<file path="src/logic/fma_defines.vh">
// constants for the fault monitor aggregator
`ifndef FMA_DEFINES_VH
`define FMA_DEFINES_VH

// register byte offsets
`define FMA_OFF_DIAG0 8'h00
`define FMA_OFF_DIAG1 8'h04
`define FMA_OFF_CTRL 8'h08
`define FMA_OFF_IRQ_STAT 8'h0C
`define FMA_OFF_IRQ_MASK 8'h10

// latched fault vector positions
`define FMA_LAT_SUPPLY 0
`define FMA_LAT_HOT 1
`define FMA_LAT_COLD 2
`define FMA_LAT_TSD 3
`define FMA_LAT_SHORT_LO 4
`define FMA_LAT_SHORT_HI 7
`define FMA_LAT_OPEN_LO 8
`define FMA_LAT_OPEN_HI 9
`define FMA_LAT_STALL 10
`define FMA_LAT_W 11

// diagnostic register field positions
`define FMA_STATUS_INDICATOR_PIN_SUMMARY 15
`define FMA_STATUS_INDICATOR_PIN_SUPPLY 14
`define FMA_D0_SHORT_HI 13
`define FMA_D0_SHORT_LO 10
`define FMA_D0_OPEN_HI 9
`define FMA_D0_OPEN_LO 8
`define FMA_D1_TSD 13
`define FMA_D1_HOT 12
`define FMA_D1_COLD 11
`define FMA_D1_STALL 10

// interrupt event positions
`define FMA_EV_SUPPLY 0
`define FMA_EV_HOT 1
`define FMA_EV_COLD 2
`define FMA_EV_TSD 3
`define FMA_EV_SHORT 4
`define FMA_EV_OPEN 5
`define FMA_EV_STALL 6
`define FMA_EV_W 7

// control register fields and reset values
`define FMA_CTRL_SEL_LO 0
`define FMA_CTRL_SEL_HI 1
`define FMA_CTRL_RST 2'h0
`define FMA_MASK_RST 7'h00

// status pin source selection codes
`define FMA_SEL_FAULT 2'h0
`define FMA_SEL_STALL 2'h1
`define FMA_SEL_PWMA 2'h2
`define FMA_SEL_TEMP 2'h3

// synchroniser width for comparator inputs
`define FMA_SYNC_W 12

`endif

</file>
<file path="src/logic/fma_sync.v">
// two-stage synchroniser for a vector of asynchronous levels
`timescale 1ns/1ps
`default_nettype none

module fma_sync #(
    parameter WIDTH = 12
) (
    // clock, reset, enable
    input wire clk_i,
    input wire rst_n_i,
    input wire ce_i,
    // levels in and out
    input wire [WIDTH-1:0] d_i,
    output wire [WIDTH-1:0] q_o
);

    genvar g;

    // one flop pair per bit, first stage feeds only the second
    generate
        for (g = 0; g < WIDTH; g = g + 1) begin : g_bit
            reg meta_q;
            reg sync_q;
            always @(posedge clk_i or negedge rst_n_i) begin
                if (!rst_n_i) begin
                    meta_q <= 1'b0;
                    sync_q <= 1'b0;
                end else if (ce_i) begin
                    meta_q <= d_i[g];
                    sync_q <= meta_q;
                end
            end
            assign q_o[g] = sync_q;
        end
    endgenerate

endmodule // fma_sync

`default_nettype wire

</file>
<file path="src/logic/fma_top.v">
// fault monitor aggregator: fault latching, output disable, status pin, apb registers
//
// Register access over APB and the address map were left to the implementer.
`timescale 1ns/1ps
`default_nettype none
`include "fma_defines.vh"

module fma_top #(
    parameter ADDR_W = 8
) (
    // clock, reset, enable
    input wire clk_i,
    input wire rst_n_i,
    input wire ce_i,
    // apb slave
    input wire psel_i,
    input wire penable_i,
    input wire pwrite_i,
    input wire [ADDR_W-1:0] paddr_i,
    input wire [31:0] pwdata_i,
    output wire [31:0] prdata_o,
    output wire pready_o,
    output wire pslverr_o,
    // analog comparator indications, asynchronous, high when active
    input wire logic_uv_i,
    input wire regulator_output_uv_i,
    input wire motor_supply_uv_i,
    input wire hot_warn_i,
    input wire cold_warn_i,
    input wire overtemp_i,
    input wire [3:0] short_i,
    input wire [1:0] open_load_i,
    input wire stall_i,
    // synchronous pin inputs
    input wire step_i,
    input wire hard_clear_n_i,
    input wire frame_select_n_i,
    input wire pwm_a_on_i,
    // bridge and supply control
    output wire bridge_en_a_o,
    output wire bridge_en_b_o,
    output wire regulator_output_thr_low_o,
    // status and serial outputs
    output wire fault_live_n_o,
    output wire status_indicator_pin_o,
    output wire temp_analog_sel_o,
    output wire serial_first_bit_o,
    output wire irq_o
);

    // reset synchroniser state
    reg rst_meta_q;
    reg rst_sync_q;
    wire rst_raw_n;
    wire rst_n;

    // synchronised comparator levels
    wire [`FMA_SYNC_W-1:0] async_vec;
    wire [`FMA_SYNC_W-1:0] sync_vec;
    wire s_regulator_output;
    wire s_vbb;
    wire s_hot;
    wire s_cold;
    wire s_ot;
    wire [3:0] s_short;
    wire [1:0] s_open;
    wire s_stall;

    // fault state
    reg [`FMA_LAT_W-1:0] lat_q;
    reg [`FMA_LAT_W-1:0] lat_d;
    wire [`FMA_LAT_W-1:0] lat_set;
    reg [1:0] short_dis_q;
    reg [1:0] short_dis_d;
    wire [1:0] short_set;
    reg step_q;
    wire step_rise;
    wire status_indicator_pin_clr;
    wire summary;
    wire supply_low;
    wire fault_any;

    // output registers
    reg bridge_en_a_q;
    reg bridge_en_b_q;
    reg thr_low_q;
    reg fault_live_n_q;
    reg pin_q;
    reg pin_d;
    reg temp_sel_q;
    reg irq_q;

    // apb and software registers
    reg [1:0] ctrl_sel_q;
    reg [`FMA_EV_W-1:0] irq_stat_q;
    reg [`FMA_EV_W-1:0] irq_stat_d;
    reg [`FMA_EV_W-1:0] irq_mask_q;
    reg [`FMA_EV_W-1:0] ev_prev_q;
    wire [`FMA_EV_W-1:0] ev_src;
    wire [`FMA_EV_W-1:0] ev_rise;
    reg rdy_q;
    reg err_q;
    reg [31:0] prdata_q;
    reg [31:0] rd_data;
    reg rd_err;
    wire acc;
    wire done;
    wire wr_done;
    wire [15:0] diag0;
    wire [15:0] diag1;

    // logic undervoltage acts as a power-on reset of the whole block
    assign rst_raw_n = rst_n_i & ~logic_uv_i;

    // reset release through two flops
    always @(posedge clk_i or negedge rst_raw_n) begin
        if (!rst_raw_n) begin
            rst_meta_q <= 1'b0;
            rst_sync_q <= 1'b0;
        end else begin
            rst_meta_q <= 1'b1;
            rst_sync_q <= rst_meta_q;
        end
    end
    assign rst_n = rst_sync_q;

    // comparator levels into the clock domain
    assign async_vec = {stall_i, open_load_i, short_i, overtemp_i, cold_warn_i,
                        hot_warn_i, motor_supply_uv_i, regulator_output_uv_i};

    fma_sync #(
        .WIDTH(`FMA_SYNC_W)
    ) u_sync (
        .clk_i(clk_i),
        .rst_n_i(rst_n),
        .ce_i(ce_i),
        .d_i(async_vec),
        .q_o(sync_vec)
    );

    // split of the synchronised vector
    assign s_regulator_output = sync_vec[0];
    assign s_vbb = sync_vec[1];
    assign s_hot = sync_vec[2];
    assign s_cold = sync_vec[3];
    assign s_ot = sync_vec[4];
    assign s_short = sync_vec[8:5];
    assign s_open = sync_vec[10:9];
    assign s_stall = sync_vec[11];

    // shared undervoltage indication
    assign supply_low = s_regulator_output | s_vbb;

    // step edge detect
    always @(posedge clk_i or negedge rst_n) begin
        if (!rst_n) begin
            step_q <= 1'b0;
        end else if (ce_i) begin
            step_q <= step_i;
        end
    end
    assign step_rise = step_i & ~step_q;

    // diagnostic reset sources
    assign status_indicator_pin_clr = ~hard_clear_n_i | wr_done;

    // latched fault bits, set wins over clear
    assign lat_set = {s_stall, s_open, s_short, s_ot, s_cold, s_hot, supply_low};
    always @* begin
        lat_d = lat_q;
        if (status_indicator_pin_clr) begin
            lat_d = {`FMA_LAT_W{1'b0}};
        end
        lat_d = lat_d | lat_set;
    end

    // short disable per phase, released by step edge or diagnostic reset
    assign short_set[0] = s_short[0] | s_short[1];
    assign short_set[1] = s_short[2] | s_short[3];
    always @* begin
        short_dis_d = short_dis_q;
        if (step_rise || status_indicator_pin_clr) begin
            short_dis_d = 2'h0;
        end
        short_dis_d = short_dis_d | short_set;
    end

    // fault state registers
    always @(posedge clk_i or negedge rst_n) begin
        if (!rst_n) begin
            lat_q <= {`FMA_LAT_W{1'b0}};
            short_dis_q <= 2'h0;
        end else if (ce_i) begin
            lat_q <= lat_d;
            short_dis_q <= short_dis_d;
        end
    end

    // summary over every latched bit of both registers
    assign summary = |lat_q;

    // live fault: any present fault except stall, or a short-disabled phase
    assign fault_any = supply_low | s_hot | s_cold | s_ot | (|s_short) | (|s_open) |
                       (|short_dis_q);

    // status pin source select
    always @* begin
        pin_d = ~fault_any;
        case (ctrl_sel_q)
            `FMA_SEL_FAULT: pin_d = ~fault_any;
            `FMA_SEL_STALL: pin_d = ~s_stall;
            `FMA_SEL_PWMA: pin_d = pwm_a_on_i;
            default: pin_d = 1'b0; // temperature carried by the analog path
        endcase
    end

    // registered bridge, threshold and status outputs
    always @(posedge clk_i or negedge rst_n) begin
        if (!rst_n) begin
            bridge_en_a_q <= 1'b0;
            bridge_en_b_q <= 1'b0;
            thr_low_q <= 1'b0;
            fault_live_n_q <= 1'b1;
            pin_q <= 1'b1;
            temp_sel_q <= 1'b0;
        end else if (ce_i) begin
            // regulator low or overtemperature stop both phases
            bridge_en_a_q <= ~s_regulator_output & ~s_ot & ~short_dis_d[0];
            bridge_en_b_q <= ~s_regulator_output & ~s_ot & ~short_dis_d[1];
            thr_low_q <= s_vbb;
            fault_live_n_q <= ~fault_any;
            pin_q <= pin_d;
            temp_sel_q <= (ctrl_sel_q == `FMA_SEL_TEMP);
        end
    end

    assign bridge_en_a_o = bridge_en_a_q;
    assign bridge_en_b_o = bridge_en_b_q;
    assign regulator_output_thr_low_o = thr_low_q;
    assign fault_live_n_o = fault_live_n_q;
    assign status_indicator_pin_o = pin_q;
    assign temp_analog_sel_o = temp_sel_q;

    // summary leads the serial frame as soon as the strobe falls
    assign serial_first_bit_o = ~frame_select_n_i & summary;

    // diagnostic register images
    assign diag0 = {summary, lat_q[`FMA_LAT_SUPPLY], lat_q[`FMA_LAT_SHORT_HI:`FMA_LAT_SHORT_LO],
                    lat_q[`FMA_LAT_OPEN_HI:`FMA_LAT_OPEN_LO], 8'h00};
    assign diag1 = {summary, lat_q[`FMA_LAT_SUPPLY], lat_q[`FMA_LAT_TSD], lat_q[`FMA_LAT_HOT],
                    lat_q[`FMA_LAT_COLD], lat_q[`FMA_LAT_STALL], 10'h000};

    // interrupt events on rising fault indications
    assign ev_src = {s_stall, |s_open, |s_short, s_ot, s_cold, s_hot, supply_low};
    assign ev_rise = ev_src & ~ev_prev_q;

    // apb access phase and completion
    assign acc = psel_i & penable_i;
    assign done = acc & rdy_q;
    assign wr_done = done & pwrite_i & ~err_q &
                     ((paddr_i == `FMA_OFF_DIAG0) || (paddr_i == `FMA_OFF_DIAG1));

    // read data and address decode
    always @* begin
        rd_data = 32'h0000_0000;
        rd_err = 1'b0;
        if (paddr_i == `FMA_OFF_DIAG0) begin
            rd_data = {16'h0000, diag0};
        end else if (paddr_i == `FMA_OFF_DIAG1) begin
            rd_data = {16'h0000, diag1};
        end else if (paddr_i == `FMA_OFF_CTRL) begin
            rd_data = {30'h0000_0000, ctrl_sel_q};
        end else if (paddr_i == `FMA_OFF_IRQ_STAT) begin
            rd_data = {25'h000_0000, irq_stat_q};
        end else if (paddr_i == `FMA_OFF_IRQ_MASK) begin
            rd_data = {25'h000_0000, irq_mask_q};
        end else begin
            rd_err = 1'b1;
        end
    end

    // sticky status: read clears, a new event in the same cycle wins
    always @* begin
        irq_stat_d = irq_stat_q;
        if (done && !pwrite_i && (paddr_i == `FMA_OFF_IRQ_STAT)) begin
            irq_stat_d = {`FMA_EV_W{1'b0}};
        end
        irq_stat_d = irq_stat_d | ev_rise;
    end

    // apb slave: one wait state, data captured before ready
    always @(posedge clk_i or negedge rst_n) begin
        if (!rst_n) begin
            rdy_q <= 1'b0;
            err_q <= 1'b0;
            prdata_q <= 32'h0000_0000;
            ctrl_sel_q <= `FMA_CTRL_RST;
            irq_mask_q <= `FMA_MASK_RST;
        end else if (ce_i) begin
            if (done) begin
                rdy_q <= 1'b0;
                err_q <= 1'b0;
                if (pwrite_i && !err_q) begin
                    if (paddr_i == `FMA_OFF_CTRL) begin
                        ctrl_sel_q <= pwdata_i[`FMA_CTRL_SEL_HI:`FMA_CTRL_SEL_LO];
                    end else if (paddr_i == `FMA_OFF_IRQ_MASK) begin
                        irq_mask_q <= pwdata_i[`FMA_EV_W-1:0];
                    end
                end
            end else if (acc) begin
                rdy_q <= 1'b1;
                err_q <= rd_err;
                prdata_q <= pwrite_i ? 32'h0000_0000 : rd_data;
            end
        end
    end

    // interrupt state
    always @(posedge clk_i or negedge rst_n) begin
        if (!rst_n) begin
            irq_stat_q <= {`FMA_EV_W{1'b0}};
            ev_prev_q <= {`FMA_EV_W{1'b0}};
            irq_q <= 1'b0;
        end else if (ce_i) begin
            irq_stat_q <= irq_stat_d;
            ev_prev_q <= ev_src;
            irq_q <= |(irq_stat_d & irq_mask_q);
        end
    end

    assign pready_o = rdy_q;
    assign pslverr_o = rdy_q & err_q;
    assign prdata_o = prdata_q;
    assign irq_o = irq_q;

endmodule // fma_top

`default_nettype wire

</file>
<file path="config.mk">
export PLATFORM = sky130hd
export DESIGN_NAME = fma_top
export DESIGN_NICKNAME = d
export VERILOG_FILES = /design/src/logic/fma_sync.v /design/src/logic/fma_top.v
export VERILOG_INCLUDE_DIRS = /design/src /design/src/logic
export SDC_FILE = /design/constraint.sdc
export NUM_CORES = 1
export LEC_CHECK = 0
export BUFFER_PORTS_ARGS = -buffer_cell sky130_fd_sc_hd__buf_2
export CORE_MARGIN = 2
export CORE_UTILIZATION = 26
export CTS_CLUSTER_SIZE = 12
export DETAILED_ROUTE_END_ITERATION = 6
export GPL_TIMING_DRIVEN = 0
export SLEW_MARGIN = 20
export SYNTH_ARGS = -nofsm -noshare
export SYNTH_HDL_FRONTEND = slang
export SYNTH_HIERARCHICAL = 1
export SYNTH_SLANG_ARGS = --single-unit
</file>
<file path="constraint.sdc">
create_clock -name clk_i -period 6.86 [get_ports clk_i]
set_input_delay 1.029 -clock clk_i [delete_from_list [all_inputs] [get_ports clk_i]]
set_output_delay 1.029 -clock clk_i [all_outputs]
set_load 0.01 [all_outputs]
</file>
==> results of run 1 <==
==> registers in the layout (all words and copies together) (netlist names), 2 cells and up <==
name                 flops
ctrl_sel_q               2
ev_prev_q                7
irq_mask_q               7
irq_stat_q               7
lat_q                   11
prdata_o                15
short_dis_q              2
u_sync/g_bit.meta_q     12
u_sync/g_bit.sync_q     12
==> layout by cell type (no fill, tap or decap), types with 3 or more instances in the layout <==
master	n
clkbuf_16	9
nor3_1	4
a21oi_1	7
and3b_1	3
nor2_1	17
clkbuf_1	12
buf_2	61
o21ai_0	33
nand3_1	6
nand2b_1	3
nand2_1	30
conb_1	18
nor4_1	5
inv_1	15
a22o_1	14
buf_4	30
o211ai_1	5
dfrtp_1	84
mux2_2	14
mux2i_1	10
a311oi_1	3
nor2b_1	3
mux2_4	22
==> cell families after synthesis <==
logic type      synth area share [%]
buf+inv                        9.363
mux                            14.38
other cells                   0.1837
compound gates                 11.51
flops                          53.30
simple gates                   11.26
==> how the worst min path moves through the flow <==
stage               startpoint  depth (start not counted)                end
finish                   rst_n                          0       ev_prev_q[2]
global route             rst_n                          0       ev_prev_q[2]
CTS                      rst_n                          0      irq_stat_q[0]
detailed placement       rst_n                          0  temp_analog_sel_o
global placement    rst_meta_q                          0              rst_n
floorplan           rst_meta_q                          0              rst_n
==> stage by stage <==
| step | total power [W] | util (%) |
|---|---|---|
| after detailed placement | 0.0007796 | 31.09 |
| final | 0.001299 | 33.19 |
| after global routing | 0.001360 | 33.19 |
| after CTS | 0.001315 | 33.19 |
| after floorplan | 0.0007213 | - |
| after global placement | 0.0007704 | 30.89 |
==> worst max-delay path: stages <==
cell	delay (ns)
buf_2	0.10
or4_4	0.55
or4_2	0.58
nor2b_1	0.39
o21ai_0	0.17
clkbuf_1	0.24
a22o_1	0.23
==> metal layers <==
| metal | global-route usage [%] | share of wire [%] | up-vias |
|---|---|---|---|
| met5 | 0 | 0 | - |
| met4 | 3.900 | 1.5 | 0 |
| met3 | 4.624 | 9.0 | 11 |
| met2 | 17.37 | 43 | 107 |
| met1 | 16.14 | 46 | 1357 |
| li1 | - | - | 1374 |
==> final cells by class <==
cell class,count,area [um^2]
sequential,87,2183
timing repair buffer,61,327.8
buffer,44,326.6
fill,1527,10190
clock buffer,13,250.2
multi-input combinational,223,1587
tap,211,264.0
clock inverter,3,68.82
inverter,15,56.30
==> where the power goes <==
| part | switching [W] | leakage [nW] | internal (W) |
|---|---|---|---|
| Sequential | 0.0000391 | 1.05 | 0.000561 |
| Combinational | 0.0000793 | 1.22 | 0.0000907 |
| Clock | 0.000199 | 0.154 | 0.000330 |
==> flow_summary_export.csv, run 1 <==
group,metric,value,unit
run_status,outcome,"finished clean",
sta,fin_worst_skew,0.01039,ns
setup_path,end_kind,"flip-flop",
cts,cts_hold_buf,0,
sta,setup_viol,0,
route,drt-initial-drc-count,151,
synth,syn_area_per_cell,11.58,um^2
placed_design,dp.cells,641,
setup_path,critPathCapture,"lat_q[3]",
synth,synth_top_area_share,52.02,%
placed_design,hpwl,7001,um
floorplan,die_h,129.4,um
sta,fin_ws,3.794,ns
global_routing,grt_pass1_vias,2795,
global_routing,grt_max_degree,50,
cts,cts_tree,"built",
synth,syn_area,4089,um^2
cts,htree_levels,3,
synth,ys.warnings.count,6,
cts,clock_sinks,87,
sta,period_share,44.69,%
power_and_ir_drop,peakVddDrop,0.1092,mV
final_layout,drive_above_1_share,35.20,%
final_layout,fin_cells,657,
final_layout,design_area,5064,um^2
synth,synth_seq_cells,87,
synth,yosys.area.top_type,"dfrtp_1",
worst_hold_path,hold_class,"reg -> async",
global_routing,grt_pass1_wl,15070,um
floorplan,die_area,16750,um^2
floorplan,ios,105,
cts,cts.clk_slew.worst_paths,0.06,ns
cts,ctsLongestPathBuffers,2,
sta,fin_crit,3.066,ns
sta,rsz0062_at_grt,"no",
floorplan,initial_core_util,26.80,%
synth,yosysSeqAreaShare,53.30,%
global_routing,grtUsageTotal,11.88,%
route,detail-route-antenna-nets,0,
setup_path,worstPathArrival,3.30,ns
sta,hold_violations,0,
final_layout,num_antenna_cells,0,
synth,synth_edf_count,0,
setup_path,crit_path_start,"paddr_i[0]",
route,drtPass1Iterations,4,
sta,slew_viol_final,0,
power_and_ir_drop,p_leak,2.421,nW
synth,async_reset_ff_share,100.0,%
route,wl,9355,um
final_layout,area_growth,23.84,%
floorplan,core_region_area,15260,um^2
setup_path,criticalPathCategory,"in -> reg",
cts,ctsResizeCount,0,
route,vias,2849,
synth,ys_top_cells_by_area,"dfrtp_1 52%, mux2_4 8.1%, buf_4 5.5%",
placed_design,place.gp.congestion,0.7570,
route,drc,0,
run,drv_cap,0,
sta,final.setup.tns,0,ns
sta,whs,0.3065,ns
placed_design,post_dp_cell_area,4745,um^2
route,via_per_inst,4.336,
cts,postCtsSetupRepairBufs,0,
floorplan,rows,45,
setup_path,path_max_fanout,10,
floorplan,die_x,129.4,um
final_layout,fin_nets,504,
setup_path,reg2reg_slack,4.73,ns
route,drt-wirelength-per-cell,14.24,um
cts,cts_buffers,9,
synth,ys.flop_type,"dfrtp_1",
power_and_ir_drop,power_density,256.6,nW/um^2
synth,synthCells,353,
setup_path,worst-r2r-cell-count,6,
synth,synth_most_common_cell,"dfrtp_1",
sta,worst_pin_slew,0.5287,ns
setup_path,r2r_end,"lat_q[3]",
setup_path,start_kind,"primary input",
placed_design,port_buffers,60,
setup_path,worstPathRequired,7.10,ns
synth,synth_commonest_cells,"85 x dfrtp_1, 33 x o21ai_0, 30 x buf_4, 30 x nand2_1, 22 x mux2_4",
placed_design,pre_cts_ws,3.445,ns
global_routing,antenna_found_initial,0,
synth,yosysUniqueCellTypes,47,
cts,clk_latency,0.35,ns
sta,max_freq,0.3262,GHz
sta,max_slew_margin,64.43,%
setup_path,r2r_start,"pready_o",
global_routing,grt_overflow,0,
cts,cts_root_buf,"clkbuf_16",
No activity file was read; power rests on OpenSTA's default activity.
==> run 2, diff against run 1 <==
Clock period 6.86 ns to 2.9 ns, I/O delays scaled along.
==> flow_summary_export.csv, run 2 (synthesis gave the netlist of run 1 again) <==
group,metric,value,unit
run_status,outcome,"finished clean",
final_layout,num_antenna_cells,0,
sta,max_freq,0.4036,GHz
cts,htree_levels,3,
final_layout,fillerInstances,1528,
cts,cts_tree,"built",
final_layout,area_growth,24.33,%
route,wl_met3,815,um
route,wl_met1,4371,um
global_routing,grt_pass1_vias,2801,
final_layout,largest_reg_flops,15,
worst_hold_path,hold_class,"reg -> async",
cts,cts.clk_slew.worst_paths,0.06,ns
power_and_ir_drop,power_density,605.3,nW/um^2
route,drtPass1Iterations,4,
route,detail-route-antenna-nets,0,
sta,rsz0062_at_grt,"no",
setup_path,path_max_fanout,10,
setup_path,criticalPathCategory,"in -> reg",
sta,max_slew_margin,64.00,%
setup_path,crit_path_start,"paddr_i[0]",
global_routing,antenna_found_initial,0,
global_routing,grt_max_degree,50,
sta,worst_pin_slew,0.5351,ns
run,drv_cap,0,
setup_path,worstPathRequired,3.14,ns
setup_path,r2r_start,"pready_o",
cts,ctsLongestPathBuffers,2,
power_and_ir_drop,p_leak,2.431,nW
final_layout,final_util,33.32,%
cts,clock_sinks,87,
route,drc,0,
floorplan,die_x,129.4,um
setup_path,worst-r2r-cell-count,6,
floorplan,initial_core_util,26.80,%
setup_path,critPathCapture,"lat_q[3]",
route,drt-wirelength-per-cell,14.27,um
sta,fin_worst_skew,0.01145,ns
global_routing,grt_pass1_wl,15100,um
placed_design,hpwl,7001,um
cts,cts_root_buf,"clkbuf_16",
global_routing,grt_overflow,0,
cts,postCtsSetupRepairBufs,0,
floorplan,ios,105,
route,route.met2.wl,4076,um
sta,hold_violations,0,
route,wl,9402,um
route,drt-initial-drc-count,151,
route,top_layer_used,"met4",
placed_design,port_buffers,60,
final_layout,layout_commonest_cell,"dfrtp_1",
global_routing,grtUsageTotal,11.89,%
setup_path,end_kind,"flip-flop",
sta,period_share,85.44,%
cts,clk_latency,0.35,ns
setup_path,r2r_end,"lat_q[3]",
cts,ctsResizeCount,0,
sta,fin_crit,2.478,ns
placed_design,place.gp.congestion,0.7570,
route,vias,2862,
setup_path,reg2reg_slack,0.74,ns
final_layout,fin_nets,506,
setup_path,start_kind,"primary input",
sta,setup_viol,0,
floorplan,die_area,16750,um^2
final_layout,final_cell_mix,"84 x dfrtp_1, 61 x buf_2, 33 x o21ai_0",
floorplan,die_h,129.4,um
route,via_per_inst,4.343,
cts,cts_buffers,9,
floorplan,core_region_area,15260,um^2
power_and_ir_drop,p_total,0.003077,W
cts,cts_hold_buf,2,
final_layout,drive_above_1_share,35.04,%
setup_path,worstPathArrival,2.71,ns
floorplan,rows,45,
sta,slew_viol_final,0,
power_and_ir_drop,peakVddDrop,0.2579,mV
run 2: cell types whose count changed in the layout (fill, tap and decap cells not counted):
cell	change
dlygate4sd3_1	+2
run 2: power by group:
part | switching, W | total [W] | internal (W)
combinational | 0.000187 | 0.000404 | 0.000216
sequential | 0.0000929 | 0.00142 | 0.00133
clock | 0.000472 | 0.00125 | 0.000781
total | 0.000753 | 0.00308 | 0.00232
run 2: critical path, stage by stage:
cell and delay, ns:
buf_2 0.10, or4_4 0.55, or4_2 0.57, nor2b_1 0.40, o21ai_0 0.18, clkbuf_1 0.25
a22o_1 0.23
run 2: metrics by stage:
step | TNS (ns) | cells | hold slack (ns) | area, um^2 | worst slack, ns
final | 0 | 659 | 0.3100 | 5084 | 0.4223
after global routing | 0 | 659 | 0.3033 | 5084 | 0.3035
after CTS | 0 | 659 | 0.3024 | 5084 | 0.4486
after detailed placement | 0 | 641 | 0.3311 | 4745 | 0.07855
after global placement | -52.83 | 640 | 0.3358 | 4713 | -0.6403
after floorplan | 0 | 369 | 0.2381 | 4149 | 0.3009
run 2: layout make-up:
class                   count  area (um^2)  area share (%)
inverters                  15        56.30           1.108
flip-flops and latches     87         2183           42.95
clock buffers              13        250.2           4.922
multi-input cells         223         1587           31.21
plain buffers              44        326.6           6.424
well taps                 211        264.0           5.193
clock inverters             3        68.82           1.354
repair buffers             63        347.8           6.842
run 2: worst min-delay path by stage:
| stage | endpoint | startpoint | slack [ns] |
|---|---|---|---|
| after CTS | u_sync/g_bit[2].meta_q | hot_warn_i | 0.30 |
| after global placement | rst_meta_q | rst_n_i | 0.34 |
| after floorplan | rst_meta_q | logic_uv_i | 0.24 |
| after global routing | u_sync/g_bit[2].meta_q | hot_warn_i | 0.30 |
| after detailed placement | temp_analog_sel_o | rst_n | 0.33 |
| final | ev_prev_q[2] | rst_n | 0.31 |
run 2: layer usage:
layer / up-vias / track usage (%)
met2: 110 / 17.40
li1: 1383 / -
met5: - / 0
met4: 0 / 3.900
met3: 11 / 4.624
met1: 1358 / 16.17
==> run 3, diff against run 2 <==
Settings changed: CORE_ASPECT_RATIO set to 1.25.
==> flow_summary_export.csv, run 3 (synthesis gave the netlist of run 1 again) <==
group,metric,value,unit
run_status,outcome,"finished clean",
final_layout,area_growth,24.08,%
cts,cts_hold_buf,1,
setup_path,worstPathRequired,3.12,ns
sta,period_share,86.14,%
route,drt-initial-drc-count,163,
global_routing,grt_pass1_vias,2949,
floorplan,die_h,144.2,um
worst_hold_path,hold_class,"in -> async",
final_layout,num_antenna_cells,0,
setup_path,criticalPathCategory,"in -> reg",
cts,ctsLongestPathBuffers,2,
power_and_ir_drop,p_leak,2.428,nW
placed_design,port_buffers,60,
route,vias,2882,
route,wl,9337,um
sta,setup_viol,0,
setup_path,worstPathArrival,2.72,ns
cts,cts_tree,"built",
placed_design,post_dp_cell_area,4738,um^2
sta,final.setup.tns,0,ns
power_and_ir_drop,power_density,603.4,nW/um^2
cts,clock_sinks,87,
placed_design,pre_cts_ws,0.07736,ns
sta,rsz0062_at_grt,"no",
sta,max_slew_margin,60.46,%
floorplan,die_area,16750,um^2
setup_path,critPathCapture,"lat_q[8]",
placed_design,place.gp.congestion,0.8507,
setup_path,r2r_end,"lat_q[8]",
route,via_per_inst,4.373,
final_layout,largest_reg_flops,15,
final_layout,fillerInstances,1586,
setup_path,crit_path_start,"paddr_i[0]",
setup_path,start_kind,"primary input",
power_and_ir_drop,p_total,0.003061,W
global_routing,grt_max_degree,45,
setup_path,r2r_start,"pready_o",
floorplan,initial_core_util,26.37,%
sta,fin_worst_skew,0.003872,ns
final_layout,layout_commonest_cell,"dfrtp_1",
floorplan,die_x,116.2,um
cts,postCtsSetupRepairBufs,0,
sta,worst_pin_slew,0.5877,ns
route,detail-route-antenna-nets,0,
cts,cts_buffers,9,
sta,hold_violations,0,
sta,fin_ws,0.4019,ns
cts,cts_root_buf,"clkbuf_16",
setup_path,path_max_fanout,10,
floorplan,core_region_area,15510,um^2
cts,htree_levels,3,
setup_path,worst-r2r-cell-count,6,
global_routing,grtUsageTotal,11.83,%
global_routing,grt_overflow,0,
power_and_ir_drop,peakVddDrop,0.3146,mV
run,drv_cap,0,
route,drt-wirelength-per-cell,14.17,um
final_layout,fin_nets,505,
cts,ctsResizeCount,0,
final_layout,final_cell_mix,"84 x dfrtp_1, 61 x buf_2, 33 x o21ai_0",
placed_design,hpwl,7143,um
global_routing,antenna_found_initial,1,
global_routing,grt_pass1_wl,15150,um
final_layout,design_area,5074,um^2
sta,max_freq,0.4003,GHz
floorplan,ios,105,
route,drtPass1Iterations,4,
sta,slew_viol_final,0,
sta,fin_crit,2.498,ns
cts,clk_latency,0.33,ns
setup_path,end_kind,"flip-flop",
sta,whs,0.008621,ns
cts,cts.clk_slew.worst_paths,0.06,ns
floorplan,rows,51,
setup_path,reg2reg_slack,0.70,ns
final_layout,drive_above_1_share,35.35,%
route,drc,0,
[run 3: changes by cell type in the layout (fill, tap and decap cells not counted), sizes merged]
cell and change:
dlygate4sd3 -1
[run 3: critical path, stage by stage]
cell	delay [ns]
buf_2	0.09
or4_4	0.55
or4_2	0.57
nor2b_1	0.39
o21ai_0	0.18
clkbuf_1	0.26
a22o_1	0.24
[run 3: per-stage QoR]
stage	utilization, %	std cells
final	32.72	659
after global routing	32.72	659
after CTS	32.72	659
after detailed placement	30.56	642
after global placement	30.40	641
after floorplan	-	369
[run 3: how the worst min path moves through the flow]
stage | endpoint | slack, ns
3_5_place_dp | rst_n | 0.34
2_1_floorplan | rst_meta_q | 0.24
5_1_grt | rst_n | 0.02
3_3_place_gp | rst_meta_q | 0.34
6_report | rst_n | 0.009
4_1_cts | rst_n | 0.004
[run 3: per-layer routing]
metal | vias up | GRT usage (%) | part of all wire [%]
li1 | 1386 | - | -
met1 | 1380 | 15.17 | 45
met2 | 95 | 18.93 | 47
met3 | 19 | 2.850 | 6.3
met4 | 2 | 5.263 | 2.3
met5 | - | 0 | 0.14
[run 3: area by class of cell]
type,instances,area (um^2),share of cell area (%)
buffer,44,326.6,6.436
clock buffer,13,260.3,5.129
clock inverter,3,65.06,1.282
inverter,15,56.30,1.110
multi-input combinational,223,1587,31.27
sequential,87,2183,43.03
tap,212,265.3,5.228
timing repair buffer,62,330.3,6.510
[run 3: power by group]
part	leakage [nW]	total (W)	internal (W)	switching [W]
Sequential	1.05	0.00142	0.00133	0.0000905
Combinational	1.22	0.000399	0.000214	0.000185
Clock	0.160	0.00124	0.000801	0.000444
Total	2.43	0.00306	0.00234	0.000719
